## config.mk

```make
export PLATFORM = sky130hd
export DESIGN_NAME = gdpg_top
export DESIGN_NICKNAME = d
export VERILOG_FILES = /design/src/gdpg_edge_det.v /design/src/gdpg_top.v
export VERILOG_INCLUDE_DIRS = /design/src
export SDC_FILE = /design/constraint.sdc
export NUM_CORES = 1
export LEC_CHECK = 0
export ABC_AREA = 1
export BUFFER_PORTS_ARGS = -buffer_cell sky130_fd_sc_hd__buf_2
export CORE_ASPECT_RATIO = 0.8
export CORE_UTILIZATION = 53
export CTS_CLUSTER_DIAMETER = 40
export DETAILED_ROUTE_END_ITERATION = 8
export PLACE_DENSITY = 0.72
export SLEW_MARGIN = 20
export SYNTH_ARGS = -nofsm -noshare
export SYNTH_HDL_FRONTEND = slang
export SYNTH_SLANG_ARGS = --single-unit
```

## constraint.sdc

```tcl
create_clock -name ref_clk -period 2 [get_ports ref_clk]
set_clock_uncertainty 0.05 [all_clocks]
set_input_delay 0.3 -clock ref_clk [delete_from_list [all_inputs] [get_ports ref_clk]]
set_output_delay 0.3 -clock ref_clk [all_outputs]
set_load 0.03 [all_outputs]
```

## src/gdpg_regs.vh

```
/*
 * register map, field positions, reset values and mode encodings of the
 * gated delayed pulse generator.
 * assumes: included by bare name from the design files; definitions only.
 */
`ifndef GDPG_REGS_VH
`define GDPG_REGS_VH

// ----------------------------------------------------------------------
// register byte offsets (low address byte, word aligned)
// ----------------------------------------------------------------------
`define GDPG_ADDR_W          8
`define GDPG_ADDR_CTRL       8'h00
`define GDPG_ADDR_DELAY      8'h04
`define GDPG_ADDR_WIDTH      8'h08
`define GDPG_ADDR_CMD        8'h0C
`define GDPG_ADDR_STATUS     8'h10
`define GDPG_ADDR_COUNT      8'h14

// ----------------------------------------------------------------------
// control register fields
// ----------------------------------------------------------------------
`define GDPG_CTRL_W          5
`define GDPG_CTRL_GATE_LSB   0
`define GDPG_CTRL_GATE_MSB   2
`define GDPG_CTRL_POL_BIT    3
`define GDPG_CTRL_TB_BIT     4
`define GDPG_CTRL_RST        5'h00

// ----------------------------------------------------------------------
// command register bits (write only, read as zero)
// ----------------------------------------------------------------------
`define GDPG_CMD_START_BIT   0
`define GDPG_CMD_STOP_BIT    1

// ----------------------------------------------------------------------
// status register fields
// ----------------------------------------------------------------------
`define GDPG_STAT_STATE_LSB  0
`define GDPG_STAT_STATE_MSB  2
`define GDPG_STAT_OUT_BIT    3
`define GDPG_STAT_BUSY_BIT   4
`define GDPG_STAT_DONE_BIT   5

// ----------------------------------------------------------------------
// gate selections, polarity, timebase
// ----------------------------------------------------------------------
`define GDPG_GATE_NONE       3'h0
`define GDPG_GATE_HIGH       3'h1
`define GDPG_GATE_LOW        3'h2
`define GDPG_GATE_RISE       3'h3
`define GDPG_GATE_FALL       3'h4
`define GDPG_POL_HIGH_PULSE  1'h0
`define GDPG_TB_INTERNAL     1'h0

// ----------------------------------------------------------------------
// counts and reset values
// ----------------------------------------------------------------------
`define GDPG_CNT_RST         32'h0000_0000
`define GDPG_CNT_ONE         32'h0000_0001
`define GDPG_MIN_INT_CYCLES  32'h0000_0003
`define GDPG_MIN_EXT_CYCLES  32'h0000_0001
`define GDPG_WORD_ZERO       32'h0000_0000

`endif

```

## src/gdpg_edge_det.v

```verilog
/*
 * per-bit rising and falling edge detector for synchronous inputs.
 * assumes: inputs already synchronous to ref_clk; ce freezes the history.
 */
`timescale 1ns/1ps
`default_nettype none

module gdpg_edge_det #(
   parameter N = 2
) (
   input  wire         ref_clk,  // system clock
   input  wire         rstn,     // async reset, active low
   input  wire         ce,       // clock enable, freezes history when low
   input  wire [N-1:0] sig,      // sampled inputs
   output wire [N-1:0] rise,     // one-cycle rising edge marks
   output wire [N-1:0] fall      // one-cycle falling edge marks
);

   // ----------------------------------------------------------------------
   // one history flop per bit
   // ----------------------------------------------------------------------
   genvar g;
   generate
      for (g = 0; g < N; g = g + 1) begin : g_bit
         reg prev_ff;

         // history resets low, so a pin high at release reads as a rise
         always @(posedge ref_clk or negedge rstn) begin
            if (!rstn) begin
               prev_ff <= 1'b0;
            end else if (ce) begin
               prev_ff <= sig[g];
            end
         end

         // edges only count while enabled, matching the frozen history
         assign rise[g] = ce & sig[g] & ~prev_ff;
         assign fall[g] = ce & ~sig[g] & prev_ff;
      end
   endgenerate

endmodule // gdpg_edge_det

`default_nettype wire

```

## src/gdpg_top.v

```verilog
/*
 * gated delayed pulse generator: one counter producing a single two-phase
 * pulse (delay then width) after a software start, behind an ahb-lite slave.
 * assumes: single ahb-lite slave whose hreadyout is the bus hready; gate and
 * external timebase pins are synchronous to ref_clk.
 *
// What this block does
// - gate selection 0: start immediately on command
// - selection 1: count only while gate high
// - selection 2: count only while gate low
// - selection 3: wait for rising gate edge
// - selection 4: wait for falling gate edge
// - edge modes emit exactly one pulse
// - polarity 0: low delay, high width
// - polarity 1: high delay, low width
// - phases last programmed delay, width counts
// - timebase 0 internal, 1 external pin
// - zero count, internal timebase: three cycles
 */
`timescale 1ns/1ps
`default_nettype none
`include "gdpg_regs.vh"

module gdpg_top (
   input  wire        ref_clk,                  // 40 mhz system clock
   input  wire        rstn,                     // async reset, active low
   input  wire        ce,                       // clock enable, freezes all state
   input  wire        hsel,                     // ahb slave select
   input  wire [31:0] haddr,                    // ahb address
   input  wire [1:0]  htrans,                   // ahb transfer type
   input  wire        hwrite,                   // ahb write strobe
   input  wire [2:0]  hsize,                    // ahb size, word only
   input  wire [31:0] hwdata,                   // ahb write data
   input  wire        hready,                   // ahb bus ready
   output wire        hreadyout,                // ahb slave ready
   output wire        hresp,                    // ahb response, always okay
   output wire [31:0] hrdata,                   // ahb read data
   input  wire        gate_input,               // gate pin
   input  wire        external_timebase_input,  // external timebase pin
   output wire        pulse_output              // pulse pin
);

   // ----------------------------------------------------------------------
   // states
   // ----------------------------------------------------------------------
   localparam [2:0] S_IDLE  = 3'h0;
   localparam [2:0] S_ARMED = 3'h1;
   localparam [2:0] S_DELAY = 3'h2;
   localparam [2:0] S_WIDTH = 3'h3;
   localparam [2:0] S_DONE  = 3'h4;

   // ----------------------------------------------------------------------
   // declarations
   // ----------------------------------------------------------------------
   reg [`GDPG_CTRL_W-1:0] ctrl_ff;
   reg [31:0]             delay_ff;
   reg [31:0]             width_ff;
   reg                    dph_ff;
   reg                    dwr_ff;
   reg [`GDPG_ADDR_W-1:0] daddr_ff;
   reg [31:0]             hrdata_ff;
   reg [31:0]             rd_mux;
   reg [2:0]              state_ff;
   reg [2:0]              nxt_state;
   reg [31:0]             cnt_ff;
   reg [31:0]             nxt_cnt;
   reg                    done_ff;
   reg                    nxt_done;
   reg [2:0]              run_gate_ff;
   reg                    run_pol_ff;
   reg                    run_tb_ff;
   reg [31:0]             run_width_ff;
   reg                    out_ff;
   reg                    nxt_out;
   reg                    gate_ok;
   wire                   acc;
   wire                   wr_en;
   wire                   cmd_start;
   wire                   cmd_stop;
   wire [2:0]             cfg_gate;
   wire                   cfg_pol;
   wire                   cfg_tb;
   wire [1:0]             rise;
   wire [1:0]             fall;
   wire                   gate_rise;
   wire                   gate_fall;
   wire                   ext_rise;
   wire                   tick;
   wire                   advance;
   wire                   edge_hit;
   wire                   edge_mode;
   wire [31:0]            status_word;

   // ----------------------------------------------------------------------
   // effective phase length: a zero request is raised to the minimum
   // ----------------------------------------------------------------------
   function [31:0] eff_len;
      input [31:0] req;
      input        tb;
      begin
         if (req != `GDPG_CNT_RST) begin
            eff_len = req;
         end else if (tb == `GDPG_TB_INTERNAL) begin
            eff_len = `GDPG_MIN_INT_CYCLES;
         end else begin
            // a zero phase would be meaningless, so one tick is the floor
            eff_len = `GDPG_MIN_EXT_CYCLES;
         end
      end
   endfunction

   // ----------------------------------------------------------------------
   // ahb-lite slave
   // ----------------------------------------------------------------------
   // a frozen block holds the bus rather than silently drop an access
   assign hreadyout = ce;
   assign hresp     = 1'b0;
   assign hrdata    = hrdata_ff;
   assign acc       = hsel & htrans[1] & hready;
   assign wr_en     = ce & dph_ff & dwr_ff;

   // address phase capture
   always @(posedge ref_clk or negedge rstn) begin
      if (!rstn) begin
         dph_ff   <= 1'b0;
         dwr_ff   <= 1'b0;
         daddr_ff <= `GDPG_ADDR_CTRL;
      end else if (ce) begin
         dph_ff <= acc;
         if (acc) begin
            dwr_ff   <= hwrite;
            daddr_ff <= haddr[`GDPG_ADDR_W-1:0];
         end
      end
   end

   // status word: state, output level, busy, done
   assign status_word = {26'h0, done_ff, (state_ff != S_IDLE) & (state_ff != S_DONE),
                         out_ff, state_ff};

   // read mux; unmapped offsets and the command register read zero
   always @* begin
      case (haddr[`GDPG_ADDR_W-1:0])
         `GDPG_ADDR_CTRL:   rd_mux = {27'h0, ctrl_ff};
         `GDPG_ADDR_DELAY:  rd_mux = delay_ff;
         `GDPG_ADDR_WIDTH:  rd_mux = width_ff;
         `GDPG_ADDR_STATUS: rd_mux = status_word;
         `GDPG_ADDR_COUNT:  rd_mux = cnt_ff;
         default:           rd_mux = `GDPG_WORD_ZERO;
      endcase
   end

   // read data registered at the address phase, valid through data phase
   always @(posedge ref_clk or negedge rstn) begin
      if (!rstn) begin
         hrdata_ff <= `GDPG_WORD_ZERO;
      end else if (ce && acc && !hwrite) begin
         hrdata_ff <= rd_mux;
      end
   end

   // configuration registers written in the data phase
   always @(posedge ref_clk or negedge rstn) begin
      if (!rstn) begin
         ctrl_ff  <= `GDPG_CTRL_RST;
         delay_ff <= `GDPG_CNT_RST;
         width_ff <= `GDPG_CNT_RST;
      end else if (wr_en) begin
         case (daddr_ff)
            `GDPG_ADDR_CTRL:  ctrl_ff  <= hwdata[`GDPG_CTRL_W-1:0];
            `GDPG_ADDR_DELAY: delay_ff <= hwdata;
            `GDPG_ADDR_WIDTH: width_ff <= hwdata;
            default:          ctrl_ff  <= ctrl_ff;
         endcase
      end
   end

   // command strobes, one cycle each
   assign cmd_start = wr_en & (daddr_ff == `GDPG_ADDR_CMD) & hwdata[`GDPG_CMD_START_BIT];
   assign cmd_stop  = wr_en & (daddr_ff == `GDPG_ADDR_CMD) & hwdata[`GDPG_CMD_STOP_BIT];

   assign cfg_gate = ctrl_ff[`GDPG_CTRL_GATE_MSB:`GDPG_CTRL_GATE_LSB];
   assign cfg_pol  = ctrl_ff[`GDPG_CTRL_POL_BIT];
   assign cfg_tb   = ctrl_ff[`GDPG_CTRL_TB_BIT];

   // ----------------------------------------------------------------------
   // edge detection of gate and external timebase
   // ----------------------------------------------------------------------
   gdpg_edge_det #(
      .N (2)
   ) u_edge (
      .ref_clk (ref_clk),
      .rstn    (rstn),
      .ce      (ce),
      .sig     ({external_timebase_input, gate_input}),
      .rise    (rise),
      .fall    (fall)
   );

   assign gate_rise = rise[0];
   assign gate_fall = fall[0];
   assign ext_rise  = rise[1];

   // ----------------------------------------------------------------------
   // timebase and gate qualification
   // ----------------------------------------------------------------------
   // internal: every enabled clock; external: each rising pin edge
   assign tick = (run_tb_ff == `GDPG_TB_INTERNAL) ? ce : ext_rise;

   // level gate modes pause counting, they do not restart it
   always @* begin
      case (run_gate_ff)
         `GDPG_GATE_HIGH: gate_ok = gate_input;
         `GDPG_GATE_LOW:  gate_ok = ~gate_input;
         default:         gate_ok = 1'b1;
      endcase
   end

   assign advance   = tick & gate_ok;
   assign edge_mode = (cfg_gate == `GDPG_GATE_RISE) | (cfg_gate == `GDPG_GATE_FALL);
   assign edge_hit  = (run_gate_ff == `GDPG_GATE_RISE) ? gate_rise
                                                       : gate_fall;

   // ----------------------------------------------------------------------
   // pulse state machine
   // ----------------------------------------------------------------------
   always @* begin
      nxt_state = state_ff;
      nxt_cnt   = cnt_ff;
      nxt_done  = done_ff;
      case (state_ff)
         S_IDLE: begin
            nxt_state = S_IDLE;
         end
         S_ARMED: begin
            // only the first qualifying edge after start launches the pulse
            if (edge_hit) begin
               nxt_state = S_DELAY;
               nxt_cnt   = eff_len(delay_ff, run_tb_ff);
            end
         end
         S_DELAY: begin
            if (advance) begin
               if (cnt_ff == `GDPG_CNT_ONE) begin
                  nxt_state = S_WIDTH;
                  nxt_cnt   = eff_len(run_width_ff, run_tb_ff);
               end else begin
                  nxt_cnt = cnt_ff - `GDPG_CNT_ONE;
               end
            end
         end
         S_WIDTH: begin
            if (advance) begin
               if (cnt_ff == `GDPG_CNT_ONE) begin
                  nxt_state = S_DONE;
                  nxt_done  = 1'b1;
                  nxt_cnt   = `GDPG_CNT_RST;
               end else begin
                  nxt_cnt = cnt_ff - `GDPG_CNT_ONE;
               end
            end
         end
         S_DONE: begin
            // no re-arm: a further edge never yields a second pulse
            nxt_state = S_DONE;
         end
         default: begin
            nxt_state = S_IDLE;
         end
      endcase
      // stop beats start when both bits are written together
      if (cmd_stop) begin
         nxt_state = S_IDLE;
         nxt_cnt   = `GDPG_CNT_RST;
      end else if (cmd_start) begin
         nxt_done = 1'b0;
         if (edge_mode) begin
            nxt_state = S_ARMED;
            nxt_cnt   = `GDPG_CNT_RST;
         end else begin
            nxt_state = S_DELAY;
            nxt_cnt   = eff_len(delay_ff, cfg_tb);
         end
      end
   end

   // output level: delay level is the polarity bit, width level its inverse
   always @* begin
      if (cmd_stop) begin
         nxt_out = cfg_pol;
      end else if (cmd_start) begin
         nxt_out = cfg_pol;
      end else if (state_ff == S_IDLE) begin
         nxt_out = cfg_pol;
      end else begin
         nxt_out = run_pol_ff ^ (nxt_state == S_WIDTH);
      end
   end

   // state registers; run configuration is latched at start so a later
   // rewrite of the control register cannot disturb a pulse in flight
   always @(posedge ref_clk or negedge rstn) begin
      if (!rstn) begin
         state_ff     <= S_IDLE;
         cnt_ff       <= `GDPG_CNT_RST;
         done_ff      <= 1'b0;
         out_ff       <= `GDPG_POL_HIGH_PULSE;
         run_gate_ff  <= `GDPG_GATE_NONE;
         run_pol_ff   <= `GDPG_POL_HIGH_PULSE;
         run_tb_ff    <= `GDPG_TB_INTERNAL;
         run_width_ff <= `GDPG_CNT_RST;
      end else if (ce) begin
         state_ff <= nxt_state;
         cnt_ff   <= nxt_cnt;
         done_ff  <= nxt_done;
         out_ff   <= nxt_out;
         if (cmd_start && !cmd_stop) begin
            run_gate_ff  <= cfg_gate;
            run_pol_ff   <= cfg_pol;
            run_tb_ff    <= cfg_tb;
            run_width_ff <= width_ff;
         end
      end
   end

   assign pulse_output = out_ff;

endmodule // gdpg_top

`default_nettype wire

```

==> out/results.tsv, run 1 <==
metric	value	unit
run status	complete, but fails checks	
violated checks	setup timing	
crit path capture type	flop	
count of vias placed by the detailed router	9839	
setup tns final	-0.936	ns
Initial Utilization	54.1	%
EDFF count, synth	0	
Async SR Flop Fraction	100	%
first-pass GRT wire length	48700	um
part of the Yosys area used for sequential elements	47.6	%
post-synthesis average cell area	7.64	um^2
final worst setup slack	-0.0693	ns
Least-Margin Pin Slew	0.646	ns
horizontal extent of the die	154	um
upper clock frequency limit	483	MHz
maximum buffer depth of the clock tree	2	
share of total power in the clock network	29.0	%
CP Cell Sequence	inv_2 -> buf_6 -> ha_4 -> nand2_2 -> nor2_4 -> nand4_1 -> nor2_2 -> xor2_1 -> o22ai_2 -> nand2_1 -> nand2_2 -> nand2_1 -> nand2_1	
Period minus WS final	2.07	ns
met2 wire length	12500	um
net count of the finished layout	1576	
most common flop cell mapped by yosys	sky130_fd_sc_hd__dfrtp_1	
TritonCTS clock tree	built	
biggest cell delay along the critical path	0.40	ns
final slew viol count	0	
clock-pin slew of the registers on the worst-case setup and hold paths	0.08	ns
area after detailed placement	11500	um^2
cells taking the most area after synthesis	sky130_fd_sc_hd__dfrtp_1 48%, sky130_fd_sc_hd__nand2_1 14%, sky130_fd_sc_hd__o21ai_0 7.3%	
Psw	4.43	mW
Post-Synthesis Cells	1287	
number of port buffers	82	
post-route total power	11.8	mW
number of buffers and inverters on the critical path	2	
synthesized net count	1366	
Synth cell types	42	
library cell with the highest instance count after synthesis	sky130_fd_sc_hd__nand2_1	
max-capacitance violation count	0	
fraction of power consumed by combinational cells	34.1	%
Netlist Area Pre-Place	9830	um^2
initial drt markers	1201	
Avg WL per Cell	18.2	um
cell class contributing the biggest share of worst-path delay	simple AND/OR/NAND/NOR gates	
routed wire length on met3	4230	um
Die Ht	124	um
top cell type's share of synthesized area	47.6	%
deepest level of the CTS H-tree	4	
proportion of power drawn by flip-flops and latches	36.8	%
cell repeated most along the worst path	sky130_fd_sc_hd__nand2_1	
hold crit path type	primary input to flop	
Synth-to-Final Area Change	27.8	%
combined global-route utilization of all metal layers	34.1	%
slew margin rel.	56.9	%
full die area	19100	um^2
Crit Path Class	flop to flop	
Slowest cell on crit path	sky130_fd_sc_hd__dfrtp_1	
Worst Reg2Reg Path Length in Cells	13	
weighted congestion at the end of routability-driven global placement	0.955	
top cell types by occurrence after synthesis	362 x sky130_fd_sc_hd__nand2_1, 187 x sky130_fd_sc_hd__dfrtp_1, 144 x sky130_fd_sc_hd__o21ai_0	
category of the worst setup path launch point	flop	
number of antenna violations at the first check in global routing	0	
final-report setup violation count	26	
required time at the endpoint of the critical path	2.27	ns
internal power	7.33	mW
power density over the cells	936	nW/um^2
post-layout instance count excluding filler cells	1740	
FP Rows	44	
number of diodes	0	
number of warnings reported in the yosys synthesis log	0	
crit path max fanout	3	
setup repair after global routing missed its margin	yes	
data arrival at the endpoint of the critical path	2.34	ns
pin count of the biggest net entering global routing	65	
static leakage	6.20	nW
post-route met1 wirelength	14600	um
uppermost metal layer occupied by signal nets	met4	
# placed instances	1692	
number of cells on the critical path	13	
clock latency at the later pin of the worst-skew pair	0.44	ns
fraction of layout instances using a drive strength above 1	26.1	%
total overflow reported by the global router	0	
TritonCTS buffer count	17	
Worst VDD drop	0.650	mV
standard cell core area	18200	um^2
final hold slack	0.0306	ns
fraction of power spent switching nets	37.6	%
number of nets still failing antenna checks after routing	0	
via count of the first global-routing pass	8801	
finished layout cell area	12600	um^2
period utilisation layout	103	%
leading area contributor after synthesis	sky130_fd_sc_hd__dfrtp_1	
number of iterations in the first detailed-routing pass	6	
Ports	112	
number of cells on the worst hold path	3	
Root Buffer Master	sky130_fd_sc_hd__clkbuf_16	
number of hold-slack violations in the final timing report	0	
total number of clock tree sinks	187	
Avg Vias per Cell	5.65	
Post-route DRC	0	
number of synthesized register bits	187	
post-detailed-placement half-perimeter wirelength	23600	um
total length of routed wires	31700	um
==> what timing repair did <==
action	in CTS	in global routing
resized for setup	43	47
hold endpoints to repair	38	0
hold buffers	1	0
pin swaps	29	32
cloned	1	0
buffers inserted	6	9
endpoints found under the setup margin	33	71
==> sequential cells by signal, indices dropped and copies added (netlist names) <==
signal                cells
run_pol_ff                1
run_gate_ff               3
daddr_ff                  8
width_ff                 32
cnt_ff                   32
delay_ff                 32
u_edge.g_bit.prev_ff      2
state_ff                  3
done_ff                   1
hrdata                   32
run_width_ff             32
run_tb_ff                 1
pulse_output              1
ctrl_ff                   5
dwr_ff                    1
dph_ff                    1
==> worst paths after layout <==
check                      slack (ns)                   start                      end
setup / recovery                -0.07   cnt_ff[1]$_DFFE_PN0P_   cnt_ff[22]$_DFFE_PN0P_
hold / removal                   0.03                haddr[0]  daddr_ff[0]$_DFFE_PN0P_
setup reg to reg                -0.07   cnt_ff[1]$_DFFE_PN0P_   cnt_ff[22]$_DFFE_PN0P_
hold reg to reg                  0.44  hrdata[25]$_DFFE_PN0P_   hrdata[25]$_DFFE_PN0P_
max in group asynchronous        0.98                    rstn   cnt_ff[11]$_DFFE_PN0P_
min in group asynchronous        0.30                    rstn    hrdata[5]$_DFFE_PN0P_
==> metal layers <==
| metal | track usage [%] | vias up |
|---|---|---|
| met5 | 0 | - |
| met4 | 6.75 | 0 |
| met3 | 11.0 | 35 |
| met2 | 45.2 | 548 |
| met1 | 53.4 | 4637 |
| li1 | - | 4619 |
==> layout by cell type, fill, tap and decap left out, types with 16 or more instances in the layout <==
| master | instances |
|---|---|
| sky130_fd_sc_hd__nand2_1 | 348 |
| sky130_fd_sc_hd__dfrtp_1 | 186 |
| sky130_fd_sc_hd__inv_1 | 140 |
| sky130_fd_sc_hd__buf_4 | 140 |
| sky130_fd_sc_hd__o21ai_0 | 137 |
| sky130_fd_sc_hd__nor2_1 | 82 |
| sky130_fd_sc_hd__buf_2 | 82 |
| sky130_fd_sc_hd__o21ai_1 | 38 |
| sky130_fd_sc_hd__nand3_1 | 37 |
| sky130_fd_sc_hd__a21oi_1 | 32 |
| sky130_fd_sc_hd__o22ai_1 | 25 |
| sky130_fd_sc_hd__nand4_1 | 21 |
| sky130_fd_sc_hd__nand2_2 | 21 |
| sky130_fd_sc_hd__xor2_1 | 19 |
| sky130_fd_sc_hd__nor2_2 | 18 |
| sky130_fd_sc_hd__clkbuf_16 | 17 |
| sky130_fd_sc_hd__nand3_2 | 16 |
==> power groups by stage <==
stage | clock network (mW) | logic [mW] | registers, mW
after CTS | 3.43 | 3.74 | 4.32
after detailed placement | 0 | 3.54 | 4.39
after global routing | 3.59 | 4.37 | 4.37
after global placement | 0 | 3.49 | 4.37
final | 3.42 | 4.01 | 4.33
after floorplan | 0 | 2.02 | 4.40
==> tightest hold or removal path, stage by stage <==
cell and delay, ns:
sky130_fd_sc_hd__buf_2 0.08, sky130_fd_sc_hd__nand2_1 0.06, sky130_fd_sc_hd__nand2_1 0.05
==> cells by family (layout without fill, tap and decap cells) <==
kind of cell | after synthesis | count (layout) | synth area share, %
flip-flops | 187 | 187 | 47.6
multiplexers | 7 | 7 | 0.802
AO/OA/AOI/OAI | 273 | 273 | 15.0
other | 1 | 1 | 0.0381
adder cells (fa/ha/maj) | 2 | 2 | 0.254
AND/OR/NAND/NOR | 588 | 588 | 26.0
XOR/XNOR | 19 | 19 | 1.69
buffers and inverters | 210 | 433 | 8.59
==> per-stage QoR <==
stage | setup slack (ns) | utilization (%)
floorplan | 0.0547 | -
finish | -0.0693 | 69.2
global route | -0.246 | 69.2
CTS | -0.0845 | 67.8
detailed placement | -0.160 | 63.3
global placement | -0.106 | 63.3
==> final cells by class <==
| type | instances | area [um^2] |
|---|---|---|
| fillers | 1486 | 5600 |
| flip-flops and latches | 187 | 4680 |
| multi-input cells | 890 | 4610 |
| repair buffers | 241 | 1770 |
| inverters | 160 | 616 |
| clock buffers | 17 | 425 |
| well taps | 230 | 288 |
| clock inverters | 15 | 175 |
Note: power is estimated with default switching activity, not from simulation.
==> inputs of run 2 (changes only) <==
- SLEW_MARGIN: 20 -> 40
- SYNTH_HIERARCHICAL: unset -> 1
==> run 2 against run 1 <==
Against the previous run: fmax fell by 0.56%; register-to-register slack barely moved; sequential power fell by 4%; via count rose by 3.3%; design area rose by 3.1%; synthesized cell count fell by 0.31%; first-iteration DRC count rose by 21%; worst hold slack got worse by 0.018 ns; cell count rose by 1.1%; sequential cell count did not move; the run still ends with setup timing left; clock power rose by 4%; largest cell class unchanged; core utilization rose by 2.3 points.
==> out/results.tsv, run 2 <==
metric	value	unit	change
Post-Synthesis Cells	1283		-0.31%
period utilisation layout	104	%	+0.58 points
upper clock frequency limit	481	MHz	-0.56%
final slew viol count	0		unchanged
post-layout instance count excluding filler cells	1760		+1.1%
leading cell type in the layout, fill and taps excluded	sky130_fd_sc_hd__nand2_1		
Netlist Area Pre-Place	9810	um^2	-0.25%
internal power	6.57	mW	-10%
biggest cell delay along the critical path	0.43	ns	+0.03 ns
final-report setup violation count	19		-27%
number of nets still failing antenna checks after routing	0		unchanged
total number of clock tree sinks	187		unchanged
TritonCTS clock tree	built		
crit path max fanout	4		+1
Synth-to-Final Area Change	32.1	%	
cell repeated most along the worst path	sky130_fd_sc_hd__nand2_1		
data arrival at the endpoint of the critical path	2.36	ns	+0.02 ns
deepest level of the CTS H-tree	4		unchanged
total overflow reported by the global router	0		unchanged
maximum buffer depth of the clock tree	2		unchanged
full die area	19100	um^2	-0.25%
Least-Margin Pin Slew	0.664	ns	+0.0179 ns
horizontal extent of the die	154	um	-0.12%
synthesized net count	1362		-0.29%
crit path capture type	flop		
TritonCTS buffer count	17		unchanged
post-detailed-placement half-perimeter wirelength	23200	um	-1.8%
commonest non-fill, non-tap cells in the layout	320 x sky130_fd_sc_hd__nand2_1, 185 x sky130_fd_sc_hd__dfrtp_1, 152 x sky130_fd_sc_hd__buf_4		
initial drt markers	1459		+21%
Hold Path Origin	haddr[0]		
Worst VDD drop	0.581	mV	-10%
slew margin rel.	55.7	%	-1.2 points
Slowest cell on crit path	sky130_fd_sc_hd__dfrtp_1		
static leakage	6.30	nW	+1.6%
pin count of the biggest net entering global routing	69		+6.2%
first-pass GRT wire length	49400	um	+1.6%
share of total power in the clock network	37.3	%	+8.3 points
# placed instances	1706		+0.83%
net count of the finished layout	1596		+1.3%
count of vias placed by the detailed router	10164		+3.3%
number of hold-slack violations in the final timing report	0		unchanged
proportion of power drawn by flip-flops and latches	43.5	%	+6.7 points
via count of the first global-routing pass	9058		+2.9%
total length of routed wires	33500	um	+5.8%
power density over the cells	736	nW/um^2	-21%
hold crit path type	primary input to flop		
weighted congestion at the end of routability-driven global placement	0.965		+0.99%
worst reg2reg startpoint	cnt_ff[12]$_DFFE_PN0P_		
fraction of layout instances using a drive strength above 1	28.5	%	+2.4 points
Ports	112		unchanged
post-synthesis average cell area	7.65	um^2	about the same
required time at the endpoint of the critical path	2.28	ns	about the same
CP Cell Sequence	nor2_2 -> nand2_1 -> nor2_4 -> nand2_1 -> buf_4 -> nor2_2 -> xor2_1 -> o21ai_2 -> nand2_1 -> o21ai_2 -> nand2_1 -> o21ai_2		
Avg WL per Cell	19.0	um	+4.6%
post-route total power	9.53	mW	-19%
Die Ht	124	um	-0.13%
FP Rows	44		unchanged
start point of the critical path	cnt_ff[12]$_DFFE_PN0P_		
standard cell core area	18100	um^2	-0.30%
Root Buffer Master	sky130_fd_sc_hd__clkbuf_16		
number of warnings reported in the yosys synthesis log	6		+6
fraction of power consumed by combinational cells	19.2	%	-15 points
Post-route DRC	0		unchanged
run status	complete, but fails checks		
number of diodes	0		unchanged
Crit Path Class	flop to flop		
fraction of power spent switching nets	31.1	%	-6.5 points
category of the worst setup path launch point	flop		
violated checks	setup timing		
Avg Vias per Cell	5.78		+2.1%
Period minus WS final	2.08	ns	+0.0116 ns
max-capacitance violation count	0		unchanged
number of antenna violations at the first check in global routing	0		unchanged
number of port buffers	82		unchanged
final worst setup slack	-0.0809	ns	-0.0116 ns
number of iterations in the first detailed-routing pass	9		+3
Psw	2.97	mW	-33%
setup repair after global routing missed its margin	yes		
combined global-route utilization of all metal layers	34.6	%	+0.50 points
Initial Utilization	54.2	%	about the same
clock-pin slew of the registers on the worst-case setup and hold paths	0.08	ns	about the same
clock latency at the later pin of the worst-skew pair	0.45	ns	about the same
## run 2: layer usage
layer / track usage, % / share of wire (%) / up-vias
met1: 50.7 / 42 / 4776
li1: - / - / 4652
met2: 47.6 / 42 / 663
met5: 0 / 0 / -
met3: 12.1 / 14 / 73
met4: 10.5 / 1.8 / 0
## run 2: layout make-up
class,count,area (um^2)
fill,1351,5150
sequential,187,4680
multi-input combinational,888,4680
timing repair buffer,262,2060
inverter,161,614
clock buffer,18,439
tap,230,288
clock inverter,14,199
## run 2: path summary, 6_finish.rpt
path | slack (ns) | depth (start not counted) | to
min in group asynchronous | 0.33 | 2 | cnt_ff[18]$_DFFE_PN0P_
max in group asynchronous | 0.86 | 3 | width_ff[12]$_DFFE_PN0P_
worst min-delay path | 0.01 | 3 | daddr_ff[0]$_DFFE_PN0P_
worst max-delay path | -0.08 | 12 | cnt_ff[24]$_DFFE_PN0P_
worst max register to register | -0.08 | 12 | cnt_ff[24]$_DFFE_PN0P_
worst min register to register | 0.44 | 2 | daddr_ff[5]$_DFFE_PN0P_
## run 2: stage by stage
stage | hold WS (ns) | cell area, um^2 | setup WS [ns] | utilization (%) | TNS (ns)
after floorplan | -0.0456 | 9810 | 0.0129 | - | 0
after global placement | 0.245 | 11600 | -0.0108 | 64.2 | -0.0174
after detailed placement | 0.246 | 11600 | -0.0744 | 64.2 | -0.660
after CTS | 0.00820 | 12500 | -0.0495 | 69.0 | -0.105
after global routing | 0.0167 | 13000 | -0.230 | 71.5 | -4.55
final | 0.0130 | 13000 | -0.0809 | 71.5 | -0.572
## run 2: worst max-delay path: cells and delay by family, from the launching register on
family | cells | cell delay, ns
AND/OR/NAND/NOR | 7 | 0.92
flip-flops | 1 | 0.43
XOR/XNOR | 1 | 0.21
AO/OA/AOI/OAI | 3 | 0.19
buffers and inverters | 1 | 0.17
## run 2: repair_timing
action,4_1_cts,5_1_grt
pin swaps,10,40
setup buffers,7,12
endpoints found under the hold margin,48,0
gates resized for setup,43,99
endpoints found under the setup margin,31,47
hold buffers,1,0
cloned,1,3
## run 2: power groups by stage
| stage | combinational (mW) | sequential, mW | clock [mW] |
|---|---|---|---|
| floorplan | 0.738 | 4.23 | 0 |
| global placement | 1.59 | 4.19 | 0 |
| detailed placement | 1.62 | 4.20 | 0 |
| CTS | 1.68 | 4.13 | 3.56 |
| global route | 1.96 | 4.17 | 3.71 |
| finish | 1.83 | 4.15 | 3.56 |
